--- src/common/flash_pins_pkg.sv ---
package flash_pins_pkg;
	localparam int ADDR_W = 26;
	localparam int DATA_W = 16;
	localparam int DIES = 4;
	localparam int WAIT_POL_BIT = 10;
	localparam int DIE_ADDR_TOP_BIT = 25;
	localparam int DIE_ADDR_HI_BIT = 24;
	// pin bundle layout entering the synchroniser
	localparam int PIN_W = 7 + ADDR_W + DATA_W;
	// stack configurations
	localparam logic [1:0] STACK_SINGLE = 2'h0;
	localparam logic [1:0] STACK_GRID_PAIR = 2'h1;
	localparam logic [1:0] STACK_QUAD_PAIR = 2'h2;
	localparam logic [1:0] STACK_QUAD_FOUR = 2'h3;
	// reset values
	localparam logic [DATA_W-1:0] RST_DATA = 16'h0000;
	localparam logic [ADDR_W-1:0] RST_ADDR = 26'h0000000;
	localparam logic [DIES-1:0] RST_DIE_SEL = 4'h0;
	typedef enum logic {RD_ASYNC, RD_SYNC} read_mode_e;
	typedef enum logic [1:0] {ADR_IDLE, ADR_ARMED, ADR_HELD} addr_state_e;
endpackage : flash_pins_pkg

--- src/core/flash_bus_pins_die_select.sv ---
`timescale 1ns/1ps
`default_nettype none
module flash_bus_pins_die_select (
	input wire logic ref_clk_in,
	input wire logic rst_n_in,
	input wire logic flash_clk_in,
	input wire logic addr_latch_strobe_n_in,
	input wire logic die_pair_a_select_n_in,
	input wire logic die_pair_b_select_n_in,
	input wire logic out_gate_n_in,
	input wire logic write_strobe_n_in,
	input wire logic lockdown_guard_n_in,
	input wire logic [flash_pins_pkg::ADDR_W-1:0] addr_in,
	input wire logic [flash_pins_pkg::DATA_W-1:0] dq_in,
	input wire logic [1:0] stack_mode_in,
	input wire logic sync_mode_req_in,
	input wire logic [flash_pins_pkg::DATA_W-1:0] read_config_reg_in,
	input wire logic [flash_pins_pkg::DATA_W-1:0] array_data_in,
	input wire logic array_data_valid_in,
	input wire logic unlock_req_in,
	input wire logic block_locked_down_in,
	output logic [flash_pins_pkg::DATA_W-1:0] dq_out,
	output logic dq_oe_n_out,
	output logic wait_out,
	output logic wait_oe_n_out,
	output logic [flash_pins_pkg::DIES-1:0] die_select_out,
	output logic standby_out,
	output logic sync_read_active_out,
	output logic [flash_pins_pkg::ADDR_W-1:0] read_addr_out,
	output logic burst_start_out,
	output logic write_pulse_out,
	output logic [flash_pins_pkg::ADDR_W-1:0] write_addr_out,
	output logic [flash_pins_pkg::DATA_W-1:0] write_data_out,
	output logic lockdown_override_out,
	output logic unlock_grant_out,
	output logic unlock_reject_out
);
	logic [flash_pins_pkg::PIN_W-1:0] pins_s;
	logic fclk_s, als_n_s, cs_a_n_s, cs_b_n_s, oe_n_s, we_n_s, wp_n_s;
	logic [flash_pins_pkg::ADDR_W-1:0] addr_s;
	logic [flash_pins_pkg::DATA_W-1:0] dq_s;
	logic fclk_prev_q, als_prev_q, we_prev_q;
	logic fclk_rise, als_rise, als_fall, we_rise;
	logic [flash_pins_pkg::DIES-1:0] die_sel_d, die_sel_q;
	logic selected, wait_pol;
	flash_pins_pkg::read_mode_e mode_q;
	flash_pins_pkg::addr_state_e adr_q;
	logic [flash_pins_pkg::ADDR_W-1:0] addr_q, waddr_q;
	logic [flash_pins_pkg::DATA_W-1:0] dq_q, wdata_q;
	logic dq_oe_n_q, wait_q, wait_oe_n_q, standby_q, burst_q, wpulse_q;
	logic override_q, grant_q, reject_q;
	logic sync_q;

	// all pins cross into the core clock together
	pin_sync2 #(.WIDTH(flash_pins_pkg::PIN_W)) u_pin_sync (
		.ref_clk_in(ref_clk_in),
		.rst_n_in(rst_n_in),
		.pins_in({flash_clk_in, addr_latch_strobe_n_in, die_pair_a_select_n_in,
			die_pair_b_select_n_in, out_gate_n_in, write_strobe_n_in,
			lockdown_guard_n_in, addr_in, dq_in}),
		.pins_out(pins_s)
	);
	assign {fclk_s, als_n_s, cs_a_n_s, cs_b_n_s, oe_n_s, we_n_s, wp_n_s, addr_s, dq_s} = pins_s;

	// die decode from selects, stack shape and high address bits
	function automatic logic [flash_pins_pkg::DIES-1:0] die_decode(
		input logic [1:0] stack,
		input logic cs_a_n,
		input logic cs_b_n,
		input logic [flash_pins_pkg::ADDR_W-1:0] addr
	);
		logic top, hi;
		top = addr[flash_pins_pkg::DIE_ADDR_TOP_BIT];
		hi = addr[flash_pins_pkg::DIE_ADDR_HI_BIT];
		case (stack)
			flash_pins_pkg::STACK_SINGLE: die_decode = {3'h0, !cs_a_n};
			flash_pins_pkg::STACK_GRID_PAIR: die_decode = {2'h0, !cs_a_n && top, !cs_a_n && !top};
			flash_pins_pkg::STACK_QUAD_PAIR: die_decode = {2'h0, !cs_a_n && hi, !cs_a_n && !hi};
			flash_pins_pkg::STACK_QUAD_FOUR: die_decode = {!cs_b_n && hi, !cs_b_n && !hi,
				!cs_a_n && hi, !cs_a_n && !hi};
			default: die_decode = flash_pins_pkg::RST_DIE_SEL;
		endcase
	endfunction : die_decode

	assign die_sel_d = die_decode(stack_mode_in, cs_a_n_s, cs_b_n_s, addr_s);
	assign selected = |die_sel_d;
	assign wait_pol = read_config_reg_in[flash_pins_pkg::WAIT_POL_BIT];
	assign fclk_rise = fclk_s && !fclk_prev_q;
	assign als_rise = als_n_s && !als_prev_q;
	assign als_fall = !als_n_s && als_prev_q;
	assign we_rise = we_n_s && !we_prev_q;

	// edge history of the synchronised pins
	always_ff @(posedge ref_clk_in or negedge rst_n_in) begin
		if (!rst_n_in) begin
			fclk_prev_q <= 1'b1;
			als_prev_q <= 1'b1;
			we_prev_q <= 1'b1;
		end else begin
			fclk_prev_q <= fclk_s;
			als_prev_q <= als_n_s;
			we_prev_q <= we_n_s;
		end
	end

	// die selection and standby
	always_ff @(posedge ref_clk_in or negedge rst_n_in) begin
		if (!rst_n_in) begin
			die_sel_q <= flash_pins_pkg::RST_DIE_SEL;
			standby_q <= 1'b1;
		end else begin
			die_sel_q <= die_sel_d;
			standby_q <= !selected;
		end
	end

	// read mode, asynchronous array after reset
	always_ff @(posedge ref_clk_in or negedge rst_n_in) begin
		if (!rst_n_in) begin
			mode_q <= flash_pins_pkg::RD_ASYNC;
			sync_q <= 1'b0;
		end else begin
			sync_q <= sync_mode_req_in; // flop copy of the mode, next state is the request
			case (mode_q)
				flash_pins_pkg::RD_ASYNC: if (sync_mode_req_in) mode_q <= flash_pins_pkg::RD_SYNC;
				flash_pins_pkg::RD_SYNC: if (!sync_mode_req_in) mode_q <= flash_pins_pkg::RD_ASYNC;
				default: mode_q <= flash_pins_pkg::RD_ASYNC;
			endcase
		end
	end

	// address capture for both read modes
	always_ff @(posedge ref_clk_in or negedge rst_n_in) begin
		if (!rst_n_in) begin
			adr_q <= flash_pins_pkg::ADR_IDLE;
			addr_q <= flash_pins_pkg::RST_ADDR;
			burst_q <= 1'b0;
		end else begin
			burst_q <= 1'b0;
			case (adr_q)
				flash_pins_pkg::ADR_IDLE: begin
					if (!als_n_s && mode_q == flash_pins_pkg::RD_ASYNC) begin
						addr_q <= addr_s;
					end else if (als_fall && mode_q == flash_pins_pkg::RD_SYNC) begin
						adr_q <= flash_pins_pkg::ADR_ARMED;
					end
				end
				flash_pins_pkg::ADR_ARMED: begin
					if (als_rise || (fclk_rise && !als_n_s)) begin
						addr_q <= addr_s;
						burst_q <= 1'b1;
						adr_q <= flash_pins_pkg::ADR_HELD;
					end
				end
				flash_pins_pkg::ADR_HELD: begin
					if (als_n_s) adr_q <= flash_pins_pkg::ADR_IDLE;
				end
				default: adr_q <= flash_pins_pkg::ADR_IDLE;
			endcase
		end
	end

	// data drivers follow output gate and selection
	always_ff @(posedge ref_clk_in or negedge rst_n_in) begin
		if (!rst_n_in) begin
			dq_q <= flash_pins_pkg::RST_DATA;
			dq_oe_n_q <= 1'b1;
		end else begin
			dq_q <= array_data_in;
			dq_oe_n_q <= !(selected && !oe_n_s && we_n_s);
		end
	end

	// wait level and its driver
	always_ff @(posedge ref_clk_in or negedge rst_n_in) begin
		if (!rst_n_in) begin
			wait_q <= 1'b0;
			wait_oe_n_q <= 1'b1;
		end else begin
			wait_oe_n_q <= !(selected && !oe_n_s);
			if (mode_q == flash_pins_pkg::RD_SYNC && we_n_s && !array_data_valid_in) begin
				wait_q <= wait_pol;
			end else begin
				wait_q <= !wait_pol;
			end
		end
	end

	// write capture on strobe rise, none while in reset
	always_ff @(posedge ref_clk_in or negedge rst_n_in) begin
		if (!rst_n_in) begin
			wpulse_q <= 1'b0;
			waddr_q <= flash_pins_pkg::RST_ADDR;
			wdata_q <= flash_pins_pkg::RST_DATA;
		end else begin
			wpulse_q <= we_rise && selected;
			if (we_rise && selected) begin
				waddr_q <= addr_s;
				wdata_q <= dq_s;
			end
		end
	end

	// lock-down guard and unlock arbitration
	always_ff @(posedge ref_clk_in or negedge rst_n_in) begin
		if (!rst_n_in) begin
			override_q <= 1'b0;
			grant_q <= 1'b0;
			reject_q <= 1'b0;
		end else begin
			override_q <= wp_n_s;
			reject_q <= unlock_req_in && block_locked_down_in && !wp_n_s;
			grant_q <= unlock_req_in && !(block_locked_down_in && !wp_n_s);
		end
	end

	assign dq_out = dq_q;
	assign dq_oe_n_out = dq_oe_n_q;
	assign wait_out = wait_q;
	assign wait_oe_n_out = wait_oe_n_q;
	assign die_select_out = die_sel_q;
	assign standby_out = standby_q;
	assign sync_read_active_out = sync_q;
	assign read_addr_out = addr_q;
	assign burst_start_out = burst_q;
	assign write_pulse_out = wpulse_q;
	assign write_addr_out = waddr_q;
	assign write_data_out = wdata_q;
	assign lockdown_override_out = override_q;
	assign unlock_grant_out = grant_q;
	assign unlock_reject_out = reject_q;
endmodule : flash_bus_pins_die_select
`default_nettype wire

--- src/core/pin_sync2.sv ---
`timescale 1ns/1ps
`default_nettype none
module pin_sync2 #(
	parameter int WIDTH = 1
) (
	input wire logic ref_clk_in,
	input wire logic rst_n_in,
	input wire logic [WIDTH-1:0] pins_in,
	output logic [WIDTH-1:0] pins_out
);
	logic [WIDTH-1:0] stage1_q;
	logic [WIDTH-1:0] stage2_q;

	// two flops per pin, first stage read only by the second
	always_ff @(posedge ref_clk_in or negedge rst_n_in) begin
		if (!rst_n_in) begin
			stage1_q <= '1;
			stage2_q <= '1;
		end else begin
			stage1_q <= pins_in;
			stage2_q <= stage1_q;
		end
	end

	assign pins_out = stage2_q;
endmodule : pin_sync2
`default_nettype wire
--- config.mk ---
export PLATFORM = sky130hd
export DESIGN_NAME = flash_bus_pins_die_select
export DESIGN_NICKNAME = d
export VERILOG_FILES = /design/src/common/flash_pins_pkg.sv /design/src/core/flash_bus_pins_die_select.sv /design/src/core/pin_sync2.sv
export SDC_FILE = /design/constraint.sdc
export NUM_CORES = 1
export LEC_CHECK = 0
export BUFFER_PORTS_ARGS = -buffer_cell sky130_fd_sc_hd__buf_4
export CAP_MARGIN = 20
export CORE_MARGIN = 1
export CORE_UTILIZATION = 50
export DETAILED_ROUTE_END_ITERATION = 16
export GPL_ROUTABILITY_DRIVEN = 0
export PLACE_DENSITY = 0.82
export REMOVE_ABC_BUFFERS = 1
export SLEW_MARGIN = 25
export SYNTH_ARGS = -nofsm -noshare
export SYNTH_HDL_FRONTEND = slang
export SYNTH_HIERARCHICAL = 1
export SYNTH_SLANG_ARGS = --single-unit
export TNS_END_PERCENT = 10
--- constraint.sdc ---
create_clock -name ref_clk_in -period 2.9 [get_ports ref_clk_in]
set_input_delay 0.29 -clock ref_clk_in [delete_from_list [all_inputs] [get_ports ref_clk_in]]
set_output_delay 0.29 -clock ref_clk_in [all_outputs]
set_load 0.05 [all_outputs]
==> impl_metrics.json <==
{
  "critPathLaunch": "u_pin_sync/pins_out[48]",
  "fin_skew_ns": 0.00932,
  "die_w_um": 113,
  "rows": 40,
  "cts_max_path_buffers": 3,
  "setup_tns_ns": 0,
  "ys.flop_type": "dfstp_2",
  "viasPerCell": 4.77,
  "ir_worst_vdd_mv": 0.575,
  "synthArstFlopShare_pct": 100,
  "num_vias": 3475,
  "synth.avg_cell_area_sq_um": 20.2,
  "fin_crit_sh_pct": 72.9,
  "gr-usage-met2_pct": 36.1,
  "r2r_end": "read_addr_out[9]",
  "syn-cell-area_sq_mm": 0.00617,
  "r2r_cells": 4,
  "fp.coreArea_sq_mm": 0.0120,
  "ant_nets": 0,
  "fin_area_sq_mm": 0.00899,
  "powerDensity_mw_per_mm2": 886,
  "syn2layout_area_growth_pct": 45.8,
  "routedWlPerCell_um": 16.9,
  "min-delay-start": "read_config_reg_in[10]",
  "cts_made_buffers": 20,
  "drive_above_1_share_pct": 65.7,
  "grt_use_total_pct": 20.3,
  "reg2reg_from": "u_pin_sync/pins_out[48]",
  "clk_latency_ns": 0.47,
  "setup_slack_ns": 0.787,
  "status": "completed",
  "fmax_mhz": 473,
  "fillCellCount": 667,
  "dr.first_iter.drc_count": 174,
  "grt_use_met1_pct": 25.1,
  "grt_max_degree": 97,
  "p_sw_w": 0.00255,
  "post-dp-hpwl_mm": 7.16,
  "grt_antenna_before_repair": 1,
  "cp_max_fo": 26,
  "clkPwrFrac_pct": 31.0,
  "top_usage_layer": "met2",
  "cts_htree_levels": 1,
  "seqCellArea_sq_mm": 0.00516,
  "drc_errors": 0,
  "wirelength_mm": 12.3,
  "dp_slack_ns": 0.782,
  "report.final.hold_viol_count": 0,
  "final_cell_mix": "buf_4 (174), dfstp_2 (104), dfrtp_1 (97)",
  "hold_depth": 2,
  "ys_types": 22,
  "maxCapViolations": 0,
  "initial_core_util_pct": 51.4,
  "cts_root_buf": "clkbuf_16",
  "postPlaceCellArea_sq_mm": 0.00766,
  "die_y_um": 113,
  "first_pass_iters": 4,
  "slew_viol_final": 0,
  "hold_class": "input pin to flop",
  "min_to": "wait_out",
  "p_comb_share_pct": 26.1,
  "ios": 187,
  "grt_use_met3_pct": 5.25,
  "seq_area_frac_synth_pct": 83.6,
  "first_global_vias": 3955,
  "switching_share_pct": 32.0,
  "grt_pass1_wl_mm": 20.1,
  "rsz0062_at_grt": "false",
  "hold_ws_ns": 0.0207,
  "fin_util_pct": 74.9,
  "p_leak_nw": 4.05,
  "synth_edf_count": 0,
  "port_buffers": 171,
  "cp-start-kind": "flop",
  "nets": 655,
  "syn_inst": 306,
  "worstPathRequired_ns": 3.25,
  "rrSetupSlack_ns": 0.79,
  "p_seq_share_pct": 42.9,
  "cts_tree": "done",
  "crit_type": "flop to flop",
  "finalSetupViolCount": 0,
  "synth-seq-cells": 201,
  "min_period_ns": 2.11,
  "arrival_ns": 2.46,
  "cts.sinks": 201,
  "slew_headroom_pct": 63.9,
  "worstSetupEndpointType": "flop",
  "ys_warn_count": 6,
  "multi_input_area_sq_um": 968,
  "ctsResizeCount": 0,
  "tightest_slew_ns": 0.542,
  "clk_pin_slew_worst_paths_ns": 0.06,
  "grt_overflow": 0,
  "die-area_sq_mm": 0.0128,
  "p_int_w": 0.00542,
  "final_common_cell": "buf_4"
}
==> metrics by stage <==
step	cells	total power, W
4_1_cts	727	0.00803
3_3_place_gp	623	0.00539
5_1_grt	728	0.00827
6_report	728	0.00797
2_1_floorplan	300	0.00472
3_5_place_dp	623	0.00546
==> critical path, stage by stage (launching register included) <==
cell and delay, ns:
dfstp_2 0.52, or3b_4 0.40, a311oi_4 0.25, buf_4 0.42, mux2_2 0.39
==> final cells by class <==
class / instances / area share, %
Clock inverter: 3 / 0.195
Timing Repair Buffer: 244 / 22.5
Inverter: 3 / 0.125
Antenna cell: 1 / 0.0278
Multi-Input combinational cell: 96 / 10.8
Sequential cell: 201 / 57.4
Clock buffer: 33 / 7.01
Tap cell: 147 / 2.04
==> cell usage after synthesis (2+ instances only) <==
master    number  area, sq um
a21oi_1        4         20.0
buf_2          4         20.0
buf_6          2         22.5
dfrtp_1       97         2430
dfstp_2      104         2730
inv_1          3         11.3
mux2_2        67          754
nand2_1        3         11.3
nand2b_1       3         18.8
nand3_1        2         10.0
nand3b_1       3         22.5
nor2_1         4         15.0
==> cell families after synthesis <==
logic type | synth area share [%]
and+or+nand+nor | 1.80
DFF | 83.6
buffers and inverters | 0.872
muxes | 12.4
AOI/OAI and AO/OA | 1.16
xor gates and xnor gates | 0.142
==> per-layer routing <==
layer  up-vias  routed length [um]
li1       1548                   -
met1      1792                4760
met2       114                6650
met3        21                 745
met4         0                 171
met5         -                   0
==> flip-flops by register name, summed over array words and instances (netlist names) <==
signal and flops:
u_pin_sync/pins_out 49, u_pin_sync/stage1_q 49, read_addr_out 26, write_addr_out 26, dq_out 16, write_data_out 16, die_select_out 4, adr_q 2
als_prev_q 1, burst_start_out 1, dq_oe_n_out 1, fclk_prev_q 1, lockdown_override_out 1, mode_q 1, standby_out 1, unlock_grant_out 1
unlock_reject_out 1, wait_oe_n_out 1, wait_out 1, we_prev_q 1, write_pulse_out 1
==> power groups by stage <==
stage	sequential, W	clock, W	combinational (W)
after detailed placement	0.00345	0	0.00201
after global placement	0.00342	0	0.00197
after CTS	0.00342	0.00253	0.00209
after global routing	0.00345	0.00266	0.00216
after floorplan	0.00441	0	0.000311
final	0.00341	0.00247	0.00208
==> worst max path at each step <==
stage | depth (start not counted) | slack (ns) | end
floorplan | 3 | -0.34 | write_addr_out[0]
global placement | 4 | 0.82 | read_addr_out[10]
detailed placement | 4 | 0.78 | read_addr_out[14]
CTS | 4 | 0.78 | read_addr_out[14]
global route | 4 | 0.72 | read_addr_out[15]
finish | 4 | 0.79 | read_addr_out[9]
==> what timing repair did <==
action,CTS,global route
buffers inserted,0,0
hold endpoints to repair,95,0
hold buffers,68,0
Note: power is estimated with default switching activity, not from simulation.
